### src/verilog/sacq_pkg.sv
// Shared constants and types for the scanned acquisition sequencer.
// Assumes a single 10 MHz system clock and a plain register port.
package sacq_pkg;

  // Register index map on the 4-bit register address.
  localparam logic [3:0] REG_CMD1    = 4'h0;  // Command register one.
  localparam logic [3:0] REG_STATUS  = 4'h1;  // Status, read only.
  localparam logic [3:0] REG_FIFO    = 4'h2;  // Result FIFO head, read pops.
  localparam logic [3:0] REG_ADCLR   = 4'h3;  // Converter clear, write only.
  localparam logic [3:0] REG_MUXCNT  = 4'h4;  // Mux counter.
  localparam logic [3:0] REG_MUXGAIN = 4'h5;  // Scan memory entry at mux counter.
  localparam logic [3:0] REG_START   = 4'h6;  // Software start trigger.
  localparam logic [3:0] REG_CTRDATA = 4'h8;  // Counter chip data port.
  localparam logic [3:0] REG_CTRCMD  = 4'h9;  // Counter chip command port.

  // Command register one bit positions.
  localparam int CMD1_ACQ_EN  = 0;
  localparam int CMD1_SCAN_EN = 1;
  localparam int CMD1_WIDTH   = 2;
  localparam int CMD1_SCAN_DIVIDE = 3;
  localparam logic [3:0] CMD1_RST = 4'h0;

  // Status register bit positions.
  localparam int ST_AVAIL = 0;
  localparam int ST_OVFL  = 1;
  localparam int ST_OVRN  = 2;
  localparam int ST_RUN   = 3;

  // Scan memory entry field positions in the write data.
  localparam int ENT_CHAN_LSB = 0;
  localparam int ENT_GAIN_LSB = 6;
  localparam int ENT_LAST     = 8;

  // Counter chip commands.
  localparam logic [15:0] CC_SEL_M3  = 16'hFF03;
  localparam logic [15:0] CC_SEL_L3  = 16'hFF0B;
  localparam logic [15:0] CC_SEL_M4  = 16'hFF04;
  localparam logic [15:0] CC_SEL_L4  = 16'hFF0C;
  localparam logic [15:0] CC_SEL_M5  = 16'hFF05;
  localparam logic [15:0] CC_SEL_L5  = 16'hFF0D;
  localparam logic [15:0] CC_LOAD3   = 16'hFF44;
  localparam logic [15:0] CC_STEP3   = 16'hFFF3;
  localparam logic [15:0] CC_ARM3    = 16'hFF24;
  localparam logic [15:0] CC_LOAD4   = 16'hFF48;
  localparam logic [15:0] CC_STEP4   = 16'hFFF4;
  localparam logic [15:0] CC_ARM4    = 16'hFF28;
  localparam logic [15:0] CC_LDARM5  = 16'hFF70;

  // Interval counter mode values, one per timebase.
  localparam logic [15:0] MODE_1MHZ   = 16'h8B25;
  localparam logic [15:0] MODE_100KHZ = 16'h8C25;
  localparam logic [15:0] MODE_10KHZ  = 16'h8D25;
  localparam logic [15:0] MODE_1KHZ   = 16'h8E25;
  localparam logic [15:0] MODE_100HZ  = 16'h8F25;
  localparam logic [15:0] MODE_EXT    = 16'h8525;
  localparam logic [15:0] WORD_RST    = 16'h0000;

  // Timebase derivation from the system clock.
  localparam int SYS_CLK_HZ  = 10_000_000;
  localparam int TB_FAST_HZ  = 1_000_000;
  localparam int TB_FAST_DIV = SYS_CLK_HZ / TB_FAST_HZ;
  localparam int DECADE      = 10;
  localparam int TB_STAGES   = 5;

  localparam int FIFO_DEPTH = 16;
  localparam int FIFO_AW    = 4;

  // Counter chip register pointer.
  typedef enum logic [2:0] {
    SEL_NONE = 3'b000, SEL_M3 = 3'b001, SEL_L3 = 3'b010, SEL_M4 = 3'b011,
    SEL_L4 = 3'b100, SEL_M5 = 3'b101, SEL_L5 = 3'b110
  } sacq_sel_e;

  // Acquisition run state.
  typedef enum logic [1:0] {
    RUN_IDLE = 2'b00, RUN_ACTIVE = 2'b01, RUN_DRAIN = 2'b10
  } sacq_run_e;

  // One channel/gain scan memory entry.
  typedef struct packed {
    logic       last;
    logic [1:0] gain;
    logic [3:0] chan;
  } sacq_entry_s;

endpackage

### src/verilog/sacq_fifo.sv
// Result FIFO for the scanned acquisition sequencer.
// Assumes push, pop and clear come from logic on the same clock.
`timescale 1ns/1ns
module sacq_fifo
  import sacq_pkg::*;
(
  input  wire logic        i_sys_clk,
  input  wire logic        i_srst,
  input  wire logic        i_clear,    // Empties the FIFO.
  input  wire logic        i_push,
  input  wire logic [15:0] i_data,
  input  wire logic        i_pop,
  output logic [15:0]      o_data,     // Head word.
  output logic             o_empty,
  output logic             o_full
);

  logic [15:0]        mem_q [FIFO_DEPTH];  // Storage.
  logic [FIFO_AW:0]   wp_q;                // Write pointer with wrap bit.
  logic [FIFO_AW:0]   rp_q;                // Read pointer with wrap bit.
  logic               do_push;
  logic               do_pop;

  // A full FIFO drops the push; the owner counts that as overflow.
  assign do_push = i_push && !o_full;
  assign do_pop  = i_pop && !o_empty;
  assign o_empty = (wp_q == rp_q);
  assign o_full  = (wp_q[FIFO_AW] != rp_q[FIFO_AW]) &&
                   (wp_q[FIFO_AW-1:0] == rp_q[FIFO_AW-1:0]);
  assign o_data  = mem_q[rp_q[FIFO_AW-1:0]];

  // Storage write; words leave in the order they came in.
  always_ff @(posedge i_sys_clk) begin
    if (do_push) begin
      mem_q[wp_q[FIFO_AW-1:0]] <= i_data;
    end
  end

  // Pointers; clear wins over everything so no stale result survives.
  always_ff @(posedge i_sys_clk) begin
    if (i_srst || i_clear) begin
      wp_q <= '0;
      rp_q <= '0;
    end else begin
      if (do_push) begin
        wp_q <= wp_q + 1'b1;
      end
      if (do_pop) begin
        rp_q <= rp_q + 1'b1;
      end
    end
  end

endmodule // sacq_fifo

### src/verilog/sacq_top.sv
// Scanned acquisition sequencer: interval and sample counters, scan memory,
// trigger, converter handshake, result FIFO and status flags.
// Assumes converter handshake on the system clock; trigger, external
// timebase and counter-one output come from pins and are synchronised.
//
// The register offsets and strobed register access were chosen for this implementation.
`timescale 1ns/1ns
// Function
// - Interval counter pulses every N timebase counts.
// - Mode value selects timebase or external edges.
// - Chip takes load, decrement, arm commands.
// - Width bit picks one or two stages.
// - Both stages zero and last entry end.
// - Converter clear with zero data empties the result FIFO.
// - Mux counter zero selects first entry.
// - Trigger needs acquisition and scan enable.
// - Start by software write of zero or pin pulse.
// - One conversion per interval until count done.
// - Status shows result waiting flag.
// - Seventeenth unread result: overflow, halt.
// - Conversion while busy: overrun, halt.
// - Converter clear clears both error flags.
// - Mux steps per conversion or counter-one pulse.
module sacq_top
  import sacq_pkg::*;
(
  input  wire logic        i_sys_clk,
  input  wire logic        i_srst,
  input  wire logic [3:0]  i_addr,               // Register index.
  input  wire logic [15:0] i_wdata,
  input  wire logic        i_wr,
  input  wire logic        i_rd,
  output logic [15:0]      o_rdata,              // Valid the cycle after i_rd.
  input  wire logic        i_start_trigger_n,    // Pin, active low pulse.
  input  wire logic        i_external_timebase_input,  // Pin, rising edges.
  input  wire logic        i_counter_one_output, // Pin, low pulses step scan.
  output logic             o_conv_start,         // One-cycle conversion pulse.
  output sacq_entry_s      o_mux_sel,            // Selected channel and gain.
  input  wire logic        i_conv_done,          // Converter finished.
  input  wire logic [15:0] i_conv_data
);

  logic [3:0]  cmd1_q;             // Command register one.
  logic [15:0] mode3_q, l3_q, c3_q; // Interval counter mode, load, count.
  logic [15:0] l4_q, c4_q;         // First sample stage load and count.
  logic [15:0] l5_q, c5_q;         // Second sample stage load and count.
  logic        a3_q, a4_q, a5_q;   // Armed flags.
  sacq_sel_e   sel_q;              // Counter chip register pointer.
  sacq_run_e   run_q;              // Run state.
  logic        ovfl_q, ovrn_q;     // Sticky error flags.
  logic        busy_q;             // Conversion in flight.
  logic [3:0]  mux_q;              // Mux counter.
  sacq_entry_s scan_mem_q [16];    // Channel/gain scan memory.
  logic [15:0] rdata_q;
  logic [2:0]  trg_sync_q, ext_sync_q, c1_sync_q;  // Pin synchronisers.
  logic [3:0]  tb_cnt_q [TB_STAGES];  // Decade divider chain.
  logic [TB_STAGES-1:0] tb_tick;
  logic        tb_sel, running, trig, conv_pulse, tc4, ovrn_evt, ovfl_evt;
  logic        wr_cmd, wr_data, wr_clr, rd_fifo, step_mux, stop_now;
  logic        fifo_empty, fifo_full;
  logic [15:0] fifo_data;
  sacq_entry_s cur;

  assign wr_cmd  = i_wr && (i_addr == REG_CTRCMD);
  assign wr_data = i_wr && (i_addr == REG_CTRDATA);
  assign wr_clr  = i_wr && (i_addr == REG_ADCLR);
  assign rd_fifo = i_rd && (i_addr == REG_FIFO);
  assign running = (run_q != RUN_IDLE);
  assign cur     = scan_mem_q[mux_q];

  // Pins pass three flops; only the second and third stages are inspected.
  always_ff @(posedge i_sys_clk) begin
    if (i_srst) begin
      trg_sync_q <= 3'h7;
      ext_sync_q <= 3'h0;
      c1_sync_q  <= 3'h7;
    end else begin
      trg_sync_q <= {trg_sync_q[1:0], i_start_trigger_n};
      ext_sync_q <= {ext_sync_q[1:0], i_external_timebase_input};
      c1_sync_q  <= {c1_sync_q[1:0], i_counter_one_output};
    end
  end

  // Decade chain: stage 0 is 1 MHz, each next stage a tenth of it.
  for (genvar s = 0; s < TB_STAGES; s++) begin : g_tb
    localparam logic [3:0] TOP = (s == 0) ? 4'(TB_FAST_DIV - 1) : 4'(DECADE - 1);
    logic adv;
    if (s == 0) begin : g_first
      assign adv = 1'b1;
    end else begin : g_next
      assign adv = tb_tick[s-1];
    end
    assign tb_tick[s] = adv && (tb_cnt_q[s] == TOP);
    always_ff @(posedge i_sys_clk) begin
      if (i_srst) begin
        tb_cnt_q[s] <= 4'h0;
      end else if (adv) begin
        tb_cnt_q[s] <= tb_tick[s] ? 4'h0 : tb_cnt_q[s] + 4'h1;
      end
    end
  end

  // Timebase select; an unknown mode leaves the interval counter idle.
  always_comb begin
    case (mode3_q)
      MODE_1MHZ:   tb_sel = tb_tick[0];
      MODE_100KHZ: tb_sel = tb_tick[1];
      MODE_10KHZ:  tb_sel = tb_tick[2];
      MODE_1KHZ:   tb_sel = tb_tick[3];
      MODE_100HZ:  tb_sel = tb_tick[4];
      MODE_EXT:    tb_sel = ext_sync_q[1] && !ext_sync_q[2];
      default:     tb_sel = 1'b0;
    endcase
  end

  // Interval counter fires when it sits at one on a timebase count.
  assign conv_pulse = running && a3_q && tb_sel && (c3_q == 16'h0001);
  assign ovrn_evt   = conv_pulse && busy_q && !i_conv_done;
  assign ovfl_evt   = i_conv_done && fifo_full;
  assign tc4        = a4_q && (c4_q == 16'h0000);
  assign trig       = (i_wr && (i_addr == REG_START) && (i_wdata == WORD_RST)) ||
                      (!trg_sync_q[1] && trg_sync_q[2]);

  // Counter chip register pointer follows the select commands.
  always_ff @(posedge i_sys_clk) begin
    if (i_srst) begin
      sel_q <= SEL_NONE;
    end else if (wr_cmd) begin
      case (i_wdata)
        CC_SEL_M3: sel_q <= SEL_M3;
        CC_SEL_L3: sel_q <= SEL_L3;
        CC_SEL_M4: sel_q <= SEL_M4;
        CC_SEL_L4: sel_q <= SEL_L4;
        CC_SEL_M5: sel_q <= SEL_M5;
        CC_SEL_L5: sel_q <= SEL_L5;
        default:   sel_q <= sel_q;
      endcase
    end
  end

  // Interval mode and load words go where the pointer points; stage mode words are dropped.
  always_ff @(posedge i_sys_clk) begin
    if (i_srst) begin
      mode3_q <= WORD_RST;
      l3_q    <= WORD_RST;
      l4_q    <= WORD_RST;
      l5_q    <= WORD_RST;
    end else if (wr_data) begin
      case (sel_q)
        SEL_M3:  mode3_q <= i_wdata;
        SEL_L3:  l3_q    <= i_wdata;
        SEL_L4:  l4_q    <= i_wdata;
        SEL_L5:  l5_q    <= i_wdata;
        default: l3_q    <= l3_q;
      endcase
    end
  end

  // Interval counter; a load of zero wraps through 65536 counts.
  always_ff @(posedge i_sys_clk) begin
    if (i_srst) begin
      c3_q <= WORD_RST;
      a3_q <= 1'b0;
    end else if (wr_cmd && (i_wdata == CC_LOAD3)) begin
      c3_q <= l3_q;
    end else if (wr_cmd && (i_wdata == CC_STEP3)) begin
      c3_q <= c3_q - 16'h0001;
    end else if (wr_cmd && (i_wdata == CC_ARM3)) begin
      a3_q <= 1'b1;
    end else if (conv_pulse) begin
      c3_q <= l3_q;
    end else if (running && a3_q && tb_sel) begin
      c3_q <= c3_q - 16'h0001;
    end
  end

  // Sample stages: the first counts conversions and wraps, the second
  // counts first-stage terminal counts in the cascaded mode.
  always_ff @(posedge i_sys_clk) begin
    if (i_srst) begin
      c4_q <= WORD_RST;
      c5_q <= WORD_RST;
      a4_q <= 1'b0;
      a5_q <= 1'b0;
    end else if (wr_cmd && (i_wdata == CC_LOAD4)) begin
      c4_q <= l4_q;
      a4_q <= 1'b1;
    end else if (wr_cmd && (i_wdata == CC_STEP4)) begin
      c4_q <= c4_q - 16'h0001;
    end else if (wr_cmd && (i_wdata == CC_ARM4)) begin
      a4_q <= 1'b1;
    end else if (wr_cmd && (i_wdata == CC_LDARM5)) begin
      c5_q <= l5_q;
      a5_q <= 1'b1;
    end else if (conv_pulse && a4_q) begin
      c4_q <= c4_q - 16'h0001;
      if (tc4 && cmd1_q[CMD1_WIDTH] && a5_q && (c5_q != WORD_RST)) begin
        c5_q <= c5_q - 16'h0001;
      end
    end
  end

  // Run ends on a single-stage terminal count, on both stages at zero
  // once the last scan entry is served, or on any error.
  always_comb begin
    stop_now = 1'b0;
    if (conv_pulse && tc4) begin
      if (!cmd1_q[CMD1_WIDTH]) begin
        stop_now = 1'b1;
      end else if (c5_q == WORD_RST) begin
        stop_now = cur.last || !cmd1_q[CMD1_SCAN_EN];
      end
    end
  end

  // Run state machine.
  always_ff @(posedge i_sys_clk) begin
    if (i_srst) begin
      run_q <= RUN_IDLE;
    end else begin
      case (run_q)
        RUN_IDLE: begin
          if (trig && cmd1_q[CMD1_ACQ_EN] && cmd1_q[CMD1_SCAN_EN] &&
              !ovfl_q && !ovrn_q) begin
            run_q <= RUN_ACTIVE;
          end
        end
        RUN_ACTIVE: begin
          if (ovfl_evt || ovrn_evt || stop_now || !cmd1_q[CMD1_ACQ_EN]) begin
            run_q <= RUN_IDLE;
          end else if (conv_pulse && tc4 && cmd1_q[CMD1_WIDTH] &&
                       (c5_q == WORD_RST)) begin
            run_q <= RUN_DRAIN;
          end
        end
        RUN_DRAIN: begin
          if (ovfl_evt || ovrn_evt || !cmd1_q[CMD1_ACQ_EN] ||
              (conv_pulse && cur.last)) begin
            run_q <= RUN_IDLE;
          end
        end
        default: run_q <= RUN_IDLE;
      endcase
    end
  end

  // Converter handshake; an overlapping start is refused, not issued.
  always_ff @(posedge i_sys_clk) begin
    if (i_srst) begin
      busy_q       <= 1'b0;
      o_conv_start <= 1'b0;
    end else begin
      o_conv_start <= conv_pulse && !ovrn_evt;
      if (conv_pulse && !ovrn_evt) begin
        busy_q <= 1'b1;
      end else if (i_conv_done) begin
        busy_q <= 1'b0;
      end
    end
  end

  // Error flags; a new event in the clearing cycle wins over the clear.
  always_ff @(posedge i_sys_clk) begin
    if (i_srst) begin
      ovfl_q <= 1'b0;
      ovrn_q <= 1'b0;
    end else begin
      ovfl_q <= ovfl_evt || (ovfl_q && !wr_clr);
      ovrn_q <= ovrn_evt || (ovrn_q && !wr_clr);
    end
  end

  // Command register one.
  always_ff @(posedge i_sys_clk) begin
    if (i_srst) begin
      cmd1_q <= CMD1_RST;
    end else if (i_wr && (i_addr == REG_CMD1)) begin
      cmd1_q <= i_wdata[3:0];
    end
  end

  // Mux stepping: per conversion, or per counter-one low pulse.
  assign step_mux = cmd1_q[CMD1_SCAN_EN] &&
                    (cmd1_q[CMD1_SCAN_DIVIDE] ? (!c1_sync_q[1] && c1_sync_q[2])
                                          : o_conv_start);

  // Mux counter; software writes win over a step in the same cycle.
  always_ff @(posedge i_sys_clk) begin
    if (i_srst) begin
      mux_q <= 4'h0;
    end else if (i_wr && (i_addr == REG_MUXCNT)) begin
      mux_q <= i_wdata[3:0];
    end else if (step_mux) begin
      mux_q <= cur.last ? 4'h0 : mux_q + 4'h1;
    end
  end

  // Scan memory is loaded at the mux counter position; no reset needed.
  always_ff @(posedge i_sys_clk) begin
    if (i_wr && (i_addr == REG_MUXGAIN)) begin
      scan_mem_q[mux_q] <= '{last: i_wdata[ENT_LAST],
                             gain: i_wdata[ENT_GAIN_LSB +: 2],
                             chan: i_wdata[ENT_CHAN_LSB +: 4]};
    end
  end

  // Registered selection to the analog front end.
  always_ff @(posedge i_sys_clk) begin
    if (i_srst) begin
      o_mux_sel <= '0;
    end else begin
      o_mux_sel <= cur;
    end
  end

  sacq_fifo u_fifo (
    .i_sys_clk (i_sys_clk),
    .i_srst    (i_srst),
    .i_clear   (wr_clr && (i_wdata == WORD_RST)),
    .i_push    (i_conv_done),
    .i_data    (i_conv_data),
    .i_pop     (rd_fifo),
    .o_data    (fifo_data),
    .o_empty   (fifo_empty),
    .o_full    (fifo_full)
  );

  // Read data, valid only in the cycle after the read strobe.
  always_ff @(posedge i_sys_clk) begin
    if (i_srst || !i_rd) begin
      rdata_q <= WORD_RST;
    end else begin
      case (i_addr)
        REG_CMD1:   rdata_q <= {12'h000, cmd1_q};
        REG_STATUS: rdata_q <= {12'h000, running, ovrn_q, ovfl_q, !fifo_empty};
        REG_FIFO:   rdata_q <= fifo_empty ? WORD_RST : fifo_data;
        REG_MUXCNT: rdata_q <= {12'h000, mux_q};
        default:    rdata_q <= WORD_RST;
      endcase
    end
  end
  assign o_rdata = rdata_q;
endmodule // sacq_top

### config.mk
export PLATFORM = sky130hd
export DESIGN_NAME = sacq_top
export DESIGN_NICKNAME = d
export VERILOG_FILES = /design/src/verilog/sacq_pkg.sv /design/src/verilog/sacq_fifo.sv /design/src/verilog/sacq_top.sv
export SDC_FILE = /design/constraint.sdc
export NUM_CORES = 1
export LEC_CHECK = 0
export BUFFER_PORTS_ARGS = -buffer_cell sky130_fd_sc_hd__buf_2
export CORE_MARGIN = 2
export CORE_UTILIZATION = 28
export CTS_CLUSTER_SIZE = 10
export DETAILED_ROUTE_END_ITERATION = 6
export SLEW_MARGIN = 10
export SYNTH_ARGS = -nofsm -noshare
export SYNTH_HDL_FRONTEND = slang
export SYNTH_HIERARCHICAL = 1
export SYNTH_SLANG_ARGS = --single-unit
### constraint.sdc
create_clock -name i_sys_clk -period 3.8 [get_ports i_sys_clk]
set_input_delay 0.38 -clock i_sys_clk [delete_from_list [all_inputs] [get_ports i_sys_clk]]
set_output_delay 0.38 -clock i_sys_clk [all_outputs]
set_load 0.01 [all_outputs]
== Word-level counts from Yosys, hierarchy flattened ==
Memories as Yosys holds them, arrays and structs flattened. A register that Yosys moved wholly into a read port is not among the register bits.
Index checks and enable logic that the tools add are counted.
Operators by class
  add/sub/neg operators: 11
  equal/unequal tests: 49
  muxes and demuxes: 67
  bitwise operators: 10
  reduce and logical (&&, ||, !) cells: 101
Operators with widths (number)
  16-bit == test (second input constant): 19
  16-bit 2-to-1 mux: 14
  4-bit 2-to-1 mux: 17
  16-bit case mux with 4 select lines: 1
  1-bit logical AND: 50
  16-bit zero test: 3
  16-bit by 1-bit subtractor with 16-bit output (second input constant): 3
  4-bit == test (second input constant): 7
  1-bit 2-to-1 mux: 28
  4-bit by 1-bit adder with 4-bit output (second input constant): 6
  3-bit case mux with 6 select lines: 1
  16-bit by 1-bit == test with 1-bit output (second input constant): 1
  16-bit nonzero test: 1
  2-bit AND reduction: 7
  1-bit zero test: 13
  4-bit by 3-bit == test with 1-bit output (second input constant): 3
  3-bit != test (second input constant): 4
  2-bit nonzero test: 6
  1-bit logical OR: 11
  5-bit by 1-bit adder with 5-bit output (second input constant): 2
  3-bit AND reduction: 3
  4-bit by 2-bit == test with 1-bit output (second input constant): 2
  2-bit 2-to-1 mux: 4
  3-bit == test (second input constant): 2
  20 further kinds: 30
Storage, ports and cells
  register bits after elaboration: 174
  RAM bits: 388
  bits of input ports: 44
  output and inout port bits: 24
  logic and storage cells: 268
  memories kept: 3
Memories
  u_fifo.mem_q: words 16, bits a word 16, rd ports 1, clocked after Yosys merged registers in 1, write ports 1, RTL line sacq_fifo.sv:18  | logic [15:0] mem_q [FIFO_DEPTH];
  scan_mem_q: words 16, bits a word 7, rd ports 1, clocked after Yosys merged registers in 1, write ports 1, RTL line sacq_top.sv:53  | sacq_entry_s scan_mem_q [16];
  tb_cnt_q: words 5, bits a word 4, rd ports 5, clocked after Yosys merged registers in 0, write ports 5, RTL line sacq_top.sv:56  | logic [3:0] tb_cnt_q [TB_STAGES];

== Logic depth before layout (Yosys ltp) ==
Gate-level depths: netlist (run 1).
An unclocked memory read counts as a cell.
  depth in word-level cells: 16
  gate-level depth with buffers: 11
  gate-level depth less buffers: 9

== Cells and area by module ==
Netlist (run 1), hierarchy kept.
By module, submodules not included
  sacq_top: instances 1, cells each 1232, area an instance 13349.1 um^2, seq. area each 7287.0 um^2
  sacq_fifo: instances 1, cells each 459, area an instance 10642.7 um^2, seq. area each 7967.6 um^2

== Worst setup path after synthesis (run 1) ==
Ideal clock, no wire load.
  kind: register -> register
  start: register c4_q[0]
  end: register c5_q[6]
  library setup time: 0.091 ns
  arrival: 2.557 ns
  required time: 3.709 ns
  slack: 1.152 ns
  cell stages (with the launch flop): 10
  buffers on the path: 0
  path through: dfxtp_1 inv_1 ha_1 or3b_2 nor4_4 nand4_2 a2111oi_4 nand3_2 or4_1 a311oi_1
On the way
  longest elaborated chain between the ends: 7
Ends and longest elaborated chain
  start, declared: RTL line sacq_top.sv:45  | logic [15:0] l4_q, c4_q;
  start signal, assigned: RTL line sacq_top.sv:186  | c4_q <= l4_q;
  start signal, assigned: RTL line sacq_top.sv:189  | c4_q <= c4_q - 16'h0001;
  start signal, assigned: RTL line sacq_top.sv:196  | c4_q <= c4_q - 16'h0001;
  16-bit zero test: RTL line sacq_top.sv:120  | assign tc4 = a4_q && (c4_q == 16'h0000);
  1-bit logical AND: RTL line sacq_top.sv:120
  1-bit logical AND (3 in a row): RTL line sacq_top.sv:197  | if (tc4 && cmd1_q[CMD1_WIDTH] && a5_q && (c5_q != WORD_RST)) begin
  2-bit nonzero test (no line)
  5-bit AND reduction (no line)
  end signal, assigned: RTL line sacq_top.sv:193  | c5_q <= l5_q;
  end signal, assigned: RTL line sacq_top.sv:198  | c5_q <= c5_q - 16'h0001;
  end, declared: RTL line sacq_top.sv:46  | logic [15:0] l5_q, c5_q;
No other way between the ends.
A chain may end at the register's enable or synchronous reset.

==> impl.org, run 1 <==
** Floorplan
- Die W :: 297 um
- The floorplan step defined a die boundary enclosing 88000 um^2.
- Pin placement for this block handled 68 I/O pins.
- Die Span Y :: 297 um
- Effective utilization at floorplan :: 0.282
- Number of core rows :: 107
- The floorplan step defined a core boundary enclosing 85000 um^2.

** Clock network
- Clock-pin slew was measured on the worst setup and hold paths at 0.06 ns.
- Once the clock tree was built, the resizer swapped 0 gates to a different size.
- H-tree levels :: 3
- At the later pin of the worst-skew pair, clock insertion delay measures 0.60 ns.
- Count of buffers added by post-CTS timing repair for setup :: 0
- The number of hold buffers added after CTS was 3.
- TritonCTS built the clock tree.
- Count of clock tree sinks :: 570
- Max clock buf depth :: 3
- Clock root buffer master :: sky130_fd_sc_hd__clkbuf_16
- Number of buffers created by CTS :: 67

** Global routing
- The number of antenna violations at the first check in global routing came to 9.
- The first global-routing pass estimated 88800 um of wire.
- Entering global routing, the biggest net connects 63 pins.
- Overflow left after global routing :: 0
- Global-route usage over all layers :: 0.130
- Number of global-route vias before repair :: 14691

** Layout
- Multi-input gate area in the final layout :: 8160 um^2
- Fill cells in the final layout number 8243.
- Post-layout net count :: 1863
- Compared with the post-synthesis result, the final layout area differs by 15.8%.
- Sequential standard cell area :: 15300 um^2
- Post-layout utilization of the core :: 0.327
- Share of final-layout standard cells stronger than drive strength 1 :: 0.176

** Logic synthesis
- Most used flip-flop cell after synthesis :: sky130_fd_sc_hd__edfxtp_1
- Adder and majority gate portion of the synthesized area :: 0.0124
- Counting flops and latches in the post-synthesis netlist gives 570.
- Synthesis produced a netlist whose cell count is 1691.
- Mux cell area share after synthesis :: 0.142
- Yosys top cell by area :: sky130_fd_sc_hd__edfxtp_1
- Of the total synthesized cell area, the portion taken by AND, OR, NAND and NOR gates is 0.115.
- Post-synthesis compound-gate area fraction :: 0.0619
- In the synthesized netlist the async set-or-reset flop fraction comes to 0.
- Post-synth net total :: 1758
- Largest family of logic cells by synthesized area :: multiplexers
- Dividing the synthesized area by the synthesized cell count gives 14.2 um^2.
- Top post-synthesis cells by area :: sky130_fd_sc_hd__edfxtp_1 48%, sky130_fd_sc_hd__dfxtp_1 16%, sky130_fd_sc_hd__mux4_2 7.9%, sky130_fd_sc_hd__mux4_1 3.3%, sky130_fd_sc_hd__mux2i_1 2.9%
- Number of warnings reported in the yosys synthesis log :: 6
- The synthesized netlist contains 83 unique library cells.
- Of the total synthesized cell area, the portion taken by XOR and XNOR cells is 0.00913.
- Area share of the largest cell type after synthesis :: 0.481
- The synthesized netlist occupies a cell area of 24000 um^2.
- The share of the Yosys chip area taken by registers is 0.636.
- Number of flops mapped to enable cells by yosys :: 384

** Timing
- Setup repair after global routing left no endpoint under its margin.
- Setup Total Neg Slack :: 0 ns
- Dividing the final minimum period by the clock period gives 0.820.
- For the pin with the worst max-slew slack, the measured transition is 1.06 ns.
- Number of endpoints failing setup at the final stage :: 0
- Period minus WS final :: 3.12 ns
- Timing would allow up to 321 MHz.
- Number of hold-slack violations in the final timing report :: 0
- Worst clock skew :: 0.0181 ns
- Worst rel slew slack :: 0.288
- Pins over their slew limit :: 0

** Drt
- Post-route antenna net violation count :: 0
- Routed WL :: 58100 um
- In this run, the number of DRC markers left after iteration 0 of detailed routing was 1467.
- For this run, the detailed router's first-pass iteration total came to 7.
- DR vias/cell :: 4.95
- Routed vias :: 14815
- Final routed wire length divided by cell count :: 19.4 um
- After detailed routing, the number of remaining DRC violations is 0.

** Critical path
- Worst path top cell family by delay :: compound AO/OA/AOI/OAI gates
- The worst setup path is launched from a flip-flop.
- Data on the critical path arrives at its endpoint at 3.63 ns.
- Traced cell by cell, the critical path runs through inv_1 > ha_1 > nand3b_1 > o31ai_1 > o2111ai_1 > a2111oi_4 > nand4_1 > or3_1 > a311oi_1.
- Of all nets on the critical path, the largest fanout is 6.
- The largest single stage delay on the critical path is 0.56 ns.
- By startpoint and endpoint, the worst setup path is classified as reg -> reg.
- Data required time of the critical path :: 4.31 ns
- CP max-delay cell :: sky130_fd_sc_hd__a2111oi_4
- The worst setup path is captured at a flip-flop.
- Count of buffering cells on the critical path with inverters included :: 1

** Pwr
- Total Power :: 13.0 mW
- The analysis attributes to cell leakage a power of 9.49 nW.
- VDD sags by at most 0.334 mV.
- In this run the power density over the cells is 467 nW/um^2.

** Hold path
- The min-delay analysis places its worst path in the category in -> reg.

** Placed design
- Routability-driven placement congestion ratio :: 0.851
- Half-perimeter wire length after detailed placement :: 37100 um
- Number of I/O port buffers :: 67

** Outcome
- Result of the run :: finished clean

** Job
- The tool flagged a number of max-cap violations equal to 0.
[flip-flops by register name, summed over array words and instances, names as in the netlist, 5 cells and up, named ones only]
signal and cells:
u_fifo/mem_q 256, scan_mem_q 112, tb_cnt_q 20, c3_q 16
c4_q 16, c5_q 16, l3_q 16, l4_q 16
l5_q 16, mode3_q 16, o_rdata 16, o_mux_sel 7
u_fifo/rp_q 5, u_fifo/wp_q 5
[logic make-up after synthesis]
logic type      after synthesis
compound gates              217
fa+ha+maj                    24
mux                         186
xor+xnor                     25
simple gates                544
buf+inv                     125
flops                       570
[final timing paths]
kind	from	end	slack, ns	depth (start not counted)
max reg2reg	tb_cnt_q[2][1]$_SDFFCE_PP0P_	c5_q[12]$_SDFFE_PP0P_	0.68	9
min	i_wdata[12]	mode3_q[12]$_SDFFE_PP0P_	0.13	3
min reg2reg	trg_sync_q[0]$_SDFF_PP1_	trg_sync_q[1]$_SDFF_PP1_	0.42	1
max	tb_cnt_q[2][1]$_SDFFCE_PP0P_	c5_q[12]$_SDFFE_PP0P_	0.68	9
[layer usage]
metal / vias up / track usage / part of all wire / routed length (um)
met5: - / 0 / 0.00067 / 39
met4: 6 / 0.0383 / 0.019 / 1110
met3: 92 / 0.0304 / 0.066 / 3850
met2: 501 / 0.209 / 0.47 / 27600
met1: 7465 / 0.174 / 0.44 / 25500
li1: 6751 / - / - / -
[Yosys cell counts, types with 17 or more instances]
| library cell | n |
|---|---|
| sky130_fd_sc_hd__mux4_2 | 84 |
| sky130_fd_sc_hd__dfxtp_1 | 186 |
| sky130_fd_sc_hd__clkbuf_1 | 52 |
| sky130_fd_sc_hd__and3_1 | 21 |
| sky130_fd_sc_hd__nand4_1 | 17 |
| sky130_fd_sc_hd__and2_1 | 28 |
| sky130_fd_sc_hd__mux2i_1 | 69 |
| sky130_fd_sc_hd__inv_1 | 40 |
| sky130_fd_sc_hd__xor2_1 | 18 |
| sky130_fd_sc_hd__ha_1 | 23 |
| sky130_fd_sc_hd__a21oi_1 | 66 |
| sky130_fd_sc_hd__nor3_1 | 47 |
| sky130_fd_sc_hd__edfxtp_1 | 384 |
| sky130_fd_sc_hd__nand3_1 | 34 |
| sky130_fd_sc_hd__o21ai_0 | 38 |
| sky130_fd_sc_hd__nor2_1 | 164 |
| sky130_fd_sc_hd__mux4_1 | 30 |
| sky130_fd_sc_hd__nand2_1 | 120 |
[cell type report]
type	instances	area share
timing repair buffer	121	0.0284
clock inverter	6	0.00216
multi-input combinational	996	0.294
inverter	40	0.00541
clock buffer	113	0.0688
tap	1144	0.0515
antenna	2	0.000180
sequential	570	0.550
[layout by cell type (no fill, tap or decap), types with 9 or more instances in the layout]
cell and count:
sky130_fd_sc_hd__nor2b_1 9, sky130_fd_sc_hd__or4_1 9, sky130_fd_sc_hd__a21oi_1 65, sky130_fd_sc_hd__nand4_1 17, sky130_fd_sc_hd__nor2_1 163, sky130_fd_sc_hd__inv_1 40
sky130_fd_sc_hd__buf_2 66, sky130_fd_sc_hd__clkbuf_1 42, sky130_fd_sc_hd__xor2_1 18, sky130_fd_sc_hd__edfxtp_1 384, sky130_fd_sc_hd__and2_1 28, sky130_fd_sc_hd__ha_1 23
sky130_fd_sc_hd__dfxtp_1 183, sky130_fd_sc_hd__buf_4 49, sky130_fd_sc_hd__or3_1 15, sky130_fd_sc_hd__mux4_1 30, sky130_fd_sc_hd__or2_2 15, sky130_fd_sc_hd__mux4_2 84
sky130_fd_sc_hd__nor4_1 12, sky130_fd_sc_hd__a31oi_1 14, sky130_fd_sc_hd__nand3b_1 9, sky130_fd_sc_hd__nand2b_1 9, sky130_fd_sc_hd__and3_1 21, sky130_fd_sc_hd__nor3_1 47
sky130_fd_sc_hd__o21ai_0 38, sky130_fd_sc_hd__nand2_1 120, sky130_fd_sc_hd__nand3_1 34, sky130_fd_sc_hd__a211oi_1 14, sky130_fd_sc_hd__clkbuf_16 69, sky130_fd_sc_hd__mux2i_1 69
[where the power goes]
group / switching (mW) / total (mW) / leakage (nW) / internal (mW)
registers: 0.0289 / 6.70 / 4.99 / 6.67
clock network: 2.45 / 5.88 / 0.946 / 3.43
logic: 0.250 / 0.377 / 3.55 / 0.127
total: 2.73 / 13.0 / 9.49 / 10.2
[stage by stage]
| stage | hold slack [ns] | setup WS (ns) | instances | area [um^2] |
|---|---|---|---|---|
| after detailed placement | 0.408 | 0.679 | 2868 | 25800 |
| final | 0.133 | 0.684 | 2992 | 27800 |
| after floorplan | 0.389 | 1.15 | 1691 | 24000 |
| after CTS | 0.0987 | 0.712 | 2990 | 27800 |
| after global placement | 0.404 | 0.776 | 2868 | 25800 |
| after global routing | 0.126 | 0.485 | 2990 | 27800 |
[worst reg2reg max path: cells and delay by family (launching register included)]
family	cells	cell delay [ns]
DFF	1	0.42
adders and majority gates	1	0.13
and+or+nand+nor	3	0.84
AOI/OAI and AO/OA	4	1.56
buffers and inverters	1	0.09
(Power assumes the default switching activity.)
==> run 2, diff against run 1 <==
- clock period: 3.8 -> 2.7 ns (I/O delays scaled with it)
==> impl.org, run 2 (synthesized netlist as in run 1, its figures left out) <==
** Drt
- Routed WL :: 59800 um
- Post-route DRC violation count :: 0
- After the first detailed-routing iteration, the DRC count stood at 1362.
- Post-route antenna net violation count :: 0
- Routed vias :: 15164
- DR vias/cell :: 4.89
- Final routed wire length divided by cell count :: 19.3 um
- For this run, the detailed router's first-pass iteration total came to 5.

** Placed design
- Buffers placed on the I/O ports in this run total 67.
- After detailed placement, the design holds a cell count of 2964.
- Detailed placement ended at an HPWL of 38600 um.
- At the end of routability-driven placement, the weighted congestion stood at 0.861.

** Critical path
- Type of element capturing the critical path :: flip-flop
- Along the worst path, the maximum fanout reaches 6.
- Setup crit start kind :: flip-flop
- STA puts the critical path data required time at 3.21 ns.
- Cell depth of the worst flop-to-flop path :: 7
- Crit path kind :: reg -> reg
- For the worst setup path, the data arrival time is 3.17 ns.

** Floorplan
- From left edge to right edge, the die measures 297 um.
- The die is 297 um tall.
- In this run the count of I/O pins placed on the die edge is 68.
- The region available for standard cell placement spans 85000 um^2.
- Effective utilization at floorplan :: 0.282
- Full die area :: 88000 um^2
- Number of core rows :: 107

** Timing
- For this run, the top clock speed supported by timing is 376 MHz.
- The clock arrives with 0.0271 ns of skew.
- For the finished layout, the period the worst path requires is 2.66 ns.
- Number of hold-slack violations in the final timing report :: 0
- For the pin with the worst max-slew slack, the measured transition is 0.730 ns.
- Unrepaired setup endpoints after global routing :: true
- Fraction of the cycle the final worst path needs :: 0.984
- Worst rel slew slack :: 0.514
- For the final routed database, the setup TNS stands at 0 ns.
- Setup violations remaining at the end of the flow were counted as 0.
- The number of pins exceeding their max-slew limit in the final report came to 0.

** Pwr
- Switching portion of total power :: 0.214
- Internal power comes to 14.6 mW.
- IR analysis of the VDD net gives a maximum drop of 0.498 mV.
- Power spread over the standard cell area amounts to 645 nW/um^2.
- Sequential power share :: 0.508
- Of the total power, combinational logic draws 0.031.
- The share of total power dissipated in the clock network is 0.461.
- Power dissipated by switching net loads :: 3.96 mW
- Static leakage :: 10.1 nW
- Total Power :: 18.5 mW

** Layout
- Post-layout utilization of the core :: 0.338
- In the final layout, the share of cells above drive strength 1 is 0.228.
- Once layout is complete, the cells apart from fillers number 3099.
- Leaving out fill and tap cells, the most frequent cell in the layout is sky130_fd_sc_hd__edfxtp_1.
- At the end of the flow, the number of nets in the layout was 1968.
- Commonest non-fill, non-tap cells in the layout :: 384 x sky130_fd_sc_hd__edfxtp_1, 182 x sky130_fd_sc_hd__dfxtp_1, 163 x sky130_fd_sc_hd__nor2_1, 151 x sky130_fd_sc_hd__buf_4, 120 x sky130_fd_sc_hd__nand2_1
- Compared with the post-synthesis result, the final layout area differs by 19.8%.
- Max reg flops :: 256

** Global routing
- In the global route stage, overall resource usage came out at 0.133.
- For this run the aggregate overflow at the end of global routing stands at 0.
- The layer flagged by global routing as most heavily used is met2.
- For this run, global-route usage on met1 was measured as 0.183.
- Number of global-route vias before repair :: 15237
- The number of antenna violations at the first check in global routing was 3.
- Global-route met2 utilization :: 0.214
- Fraction of met3 tracks used by global routing :: 0.0244
- Entering global routing, the biggest net connects 51 pins.
- The first global-routing pass estimated 91800 um of wire.

** Clock network
- The tree built by TritonCTS fans out to 570 sinks.
- TritonCTS built the clock tree.
- The root buffer cell chosen for the clock tree is sky130_fd_sc_hd__clkbuf_16.
- Clock transition at path regs :: 0.06 ns
- CTS built an H-tree with a depth of 3.
- The clock passes through at most 3 buffers.
- The number of clock buffers added by TritonCTS is 69.
- Latest clock arrival within the worst-skew pair :: 0.61 ns

** Hold path
- Worst hold-check path type :: in -> reg
- Number of cells traversed by the worst hold path :: 1

** Outcome
- Result of the run :: finished clean

** Job
- Across the run, the number of max-cap violations was 0.
run 2: changes by cell type in the layout (fill, tap and decap cells not counted), sizes merged:
cell / delta
diode: -1
clkbuf: +2
buf: +102
dlygate4sd3: +1
inv: -1
clkinv: +3
clkinvlp: +1
run 2: area by class of cell:
class,count,area (um^2)
Fill cell,8191,56300
Sequential cell,570,15300
Multi-Input combinational cell,996,8260
Clock buffer,115,1960
Timing Repair Buffer,224,1560
Tap cell,1144,1430
Inverter,40,150
Clock inverter,9,119
Antenna cell,1,2.50
run 2: worst max-delay path, stage by stage, from the launching register on:
cell,delay (ns)
sky130_fd_sc_hd__dfxtp_1,0.35
sky130_fd_sc_hd__or4_4,0.58
sky130_fd_sc_hd__nor4_4,0.27
sky130_fd_sc_hd__nand4_1,0.17
sky130_fd_sc_hd__a2111oi_4,0.33
sky130_fd_sc_hd__nand4_1,0.21
sky130_fd_sc_hd__or3_1,0.39
sky130_fd_sc_hd__a311oi_2,0.26
run 2: worst paths after layout:
| check | start | endpoint | slack (ns) |
|---|---|---|---|
| setup / recovery | c4_q[8]$_SDFFE_PP0P_ | c5_q[14]$_SDFFE_PP0P_ | 0.04 |
| hold / removal | i_conv_data[11] | u_fifo/mem_q[14][11]$_DFFE_PP_ | 0.05 |
| setup reg to reg | c4_q[8]$_SDFFE_PP0P_ | c5_q[14]$_SDFFE_PP0P_ | 0.04 |
| hold reg to reg | trg_sync_q[0]$_SDFF_PP1_ | trg_sync_q[1]$_SDFF_PP1_ | 0.41 |
run 2: layer usage:
metal  vias to the layer above  wire length [um]
met5                         -                22
met4                         4              1250
met3                        98              3230
met2                       443             28300
met1                      7670             27000
li1                       6949                 -
run 2: metrics by stage:
stage	setup WS, ns	instance area, um^2	hold WS (ns)
2_1_floorplan	0.0525	24000	0.369
3_3_place_gp	-0.00166	26500	0.400
3_5_place_dp	-0.0890	26500	0.401
4_1_cts	-0.0123	28600	0.0135
5_1_grt	-0.123	28700	0.0414
6_report	0.0428	28700	0.0464
run 2: power by group through the flow:
stage	clock, mW	sequential (mW)	combinational (mW)
2_1_floorplan	0	9.60	0.273
3_3_place_gp	0	9.60	0.556
3_5_place_dp	0	9.61	0.573
4_1_cts	8.74	9.42	0.582
5_1_grt	9.09	9.43	0.631
6_report	8.54	9.42	0.582
run 2: timing repair:
item                                    4_1_cts  5_1_grt
endpoints found under the setup margin       13       38
hold buffers                                  4        0
pin swaps                                     6        8
setup buffers                                 1        5
resized for setup                             7       14
hold endpoints to repair                      5        0
==> run 3, diff against run 2 <==
- CELL_PAD_IN_SITES_DETAIL_PLACEMENT: not set -> 1
- CELL_PAD_IN_SITES_GLOBAL_PLACEMENT: not set -> 2
- PLACE_DENSITY_LB_ADDON: not set -> 0.1
- clock period: 2.7 -> 2.3 ns (I/O delays scaled with it)
==> impl.org, run 3 (synthesized netlist as in run 1, its figures left out) <==
** Drt
- Length of the first detailed-routing pass in iterations :: 4
- DR vias/cell :: 4.77
- In this run the remaining antenna-violating nets after routing total 0.
- Summed over all layers, the routed wires come to 74300 um.
- Post-route DRC violation count :: 0
- The routed layout has 15811 vias.
- For this block, the initial DRC count from the detailed router was 862.
- After detailed routing, the average wire length per cell comes to 22.4 um.

** Critical path
- Crit-path max FO :: 4
- For this design, the slowest cell found on the critical path is sky130_fd_sc_hd__edfxtp_1.
- Maximum cell stage delay along the critical path :: 0.43 ns
- The worst setup path is of the reg -> reg kind.
- Register-to-register path setup slack :: -0.47 ns
- Count of buffering cells on the critical path with inverters included :: 2
- Crit-path cells :: inv_2 > ha_4 > nand3b_1 > o31ai_4 > o2111ai_4 > a2111oi_4 > buf_4 > nand4_1 > or3_1 > a311oi_1
- Worst path top cell family by delay :: compound AO/OA/AOI/OAI gates
- Setup crit start kind :: flip-flop
- The most critical setup path has its startpoint at tb_cnt_q[2][1]$_SDFFCE_PP0P_.
- For the worst setup path, the data arrival time is 3.29 ns.
- The startpoint identified for the worst register-to-register timing path is tb_cnt_q[2][1]$_SDFFCE_PP0P_.
- At the worst endpoint, the required time is 2.82 ns.
- Type of element capturing the critical path :: flip-flop

** Timing
- Dividing the final minimum period by the clock period gives 1.20.
- Number of endpoints failing setup at the final stage :: 53
- Measured against its own limit, the worst slew margin works out to 0.347.
- Counting I/O delays and the setup requirement, the final critical path takes 2.77 ns.
- Pin slew with the least headroom to its limit :: 0.980 ns
- Setup Total Neg Slack :: -14.37 ns
- Pins over their slew limit :: 0
- Worst clock skew :: 0.0117 ns
- For this run, the top clock speed supported by timing is 361 MHz.
- Setup repair after global routing could not meet its margin everywhere.
- Number of hold-slack violations in the final timing report :: 0
- Fin worst setup slack :: -0.471 ns

** Global routing
- The total overflow left after global routing is 0.
- For this run, the total global-route usage over all layers was measured as 0.168.
- Entering global routing, the biggest net connects 81 pins.
- First-pass GRT wire length :: 112000 um
- The number of antenna violations at the first check in global routing is 4.
- The via count of the first global-routing pass is 17153.

** Pwr
- Across the VDD grid, the largest voltage drop is 0.528 mV.
- PwrDens :: 728 nW/um^2
- In this run the static leakage power is 11.3 nW.

** Floorplan
- The die is 297 um tall.
- The initial utilization of the core area, before any placement, comes to 0.282.
- For this design the top-level I/O count stands at 68.
- Number of core rows :: 107
- Full die area :: 88000 um^2
- The region available for standard cell placement spans 85000 um^2.
- Die W :: 297 um

** Outcome
- Result of the run :: finished, violations left
- The final reports fail on negative setup slack.

** Layout
- Share of final-layout standard cells stronger than drive strength 1 :: 0.329
- Antenna diode count :: 0
- Post-Layout Cell Count :: 3317
- In the layout the commonest cells are 384 x sky130_fd_sc_hd__edfxtp_1, 289 x sky130_fd_sc_hd__buf_4, 181 x sky130_fd_sc_hd__dfxtp_1, 155 x sky130_fd_sc_hd__nor2_1, 114 x sky130_fd_sc_hd__nand2_1.
- From synthesis to final layout, the design area changed by 30.5%.
- Once layout is complete, the utilization of the core stands at 0.368.
- Most common cell after layout, fill and taps aside :: sky130_fd_sc_hd__edfxtp_1
- Max reg flops :: 256
- Post-layout net count :: 2184

** Placed design
- Half-perimeter wire length after detailed placement :: 49600 um
- Including well taps, the total number of placed cells is 3131.
- Setup slack at placement :: -0.484 ns
- Routability-driven placement finished with a final weighted congestion of 0.758.
- Number of I/O port buffers :: 67

** Hold path
- The worst hold path belongs to the class in -> reg.
- Launch point of the worst hold path :: i_srst

** Clock network
- Count of clock tree sinks :: 570
- Max clock buf depth :: 3
- Number of buffers created by CTS :: 73
- Clock root buffer master :: sky130_fd_sc_hd__clkbuf_16
- In this run the number of H-tree levels came out at 3.
- Latest clock arrival within the worst-skew pair :: 0.61 ns
- CTS tree :: built
- After clock tree synthesis, the clock-pin slew on the worst setup and hold paths is 0.06 ns.

** Job
- Across the run, the number of max-cap violations was 0.
run 3: cell count changes in the layout (fill, tap and decap cells not counted), moves of 9 or more:
cell	change
sky130_fd_sc_hd__mux4_2	+9
sky130_fd_sc_hd__clkbuf_1	-14
sky130_fd_sc_hd__buf_4	+138
sky130_fd_sc_hd__dlygate4sd3_1	+19
sky130_fd_sc_hd__clkinv_1	+10
sky130_fd_sc_hd__o21ai_1	+9
sky130_fd_sc_hd__buf_6	+24
sky130_fd_sc_hd__buf_12	+24
sky130_fd_sc_hd__mux4_1	-9
sky130_fd_sc_hd__o21ai_0	-14
sky130_fd_sc_hd__a21oi_1	-11
run 3: cell type report:
class	instances	area (um^2)
inverter	40	150
clock buffer	106	2040
sequential	570	15300
clock inverter	25	214
fill	8875	53700
tap	1144	1430
multi-input combinational	997	8580
timing repair buffer	435	3620
run 3: final timing paths:
path                                                 to  cells past startpoint
worst max register to register    c5_q[14]$_SDFFE_PP0P_                     10
worst min register to register  c1_sync_q[1]$_SDFF_PP1_                      1
worst max-delay path              c5_q[14]$_SDFFE_PP0P_                     10
worst min-delay path              mux_q[2]$_SDFFE_PP0N_                      2
run 3: per-stage QoR:
stage	total power, mW	area, um^2	hold WS [ns]
floorplan	11.6	24000	0.329
global placement	12.1	28000	0.402
detailed placement	12.1	28000	0.396
CTS	23.2	31000	0.0147
global route	23.6	31300	0.0347
finish	22.8	31300	0.0337
run 3: timing repair:
item / 4_1_cts / 5_1_grt
hold buffers: 23 / 0
gates resized for setup: 83 / 71
pin swaps: 48 / 49
cloned: 3 / 0
setup buffers: 23 / 12
endpoints found under the hold margin: 273 / 0
endpoints found under the setup margin: 61 / 64
run 3: metal layers:
layer	vias up	routed length (um)	global-route usage
met5	-	0	0
met1	8128	32800	0.216
li1	7397	-	-
met2	185	37800	0.296
met4	0	1850	0.0486
met3	101	1820	0.0225
run 3: power breakdown:
group / internal [mW] / switching, mW / leakage, nW / total (mW)
Clock: 6.41 / 4.48 / 1.10 / 10.9
Sequential: 11.0 / 0.0327 / 4.99 / 11.1
Combinational: 0.341 / 0.506 / 5.24 / 0.848
Total: 17.8 / 5.02 / 11.3 / 22.8
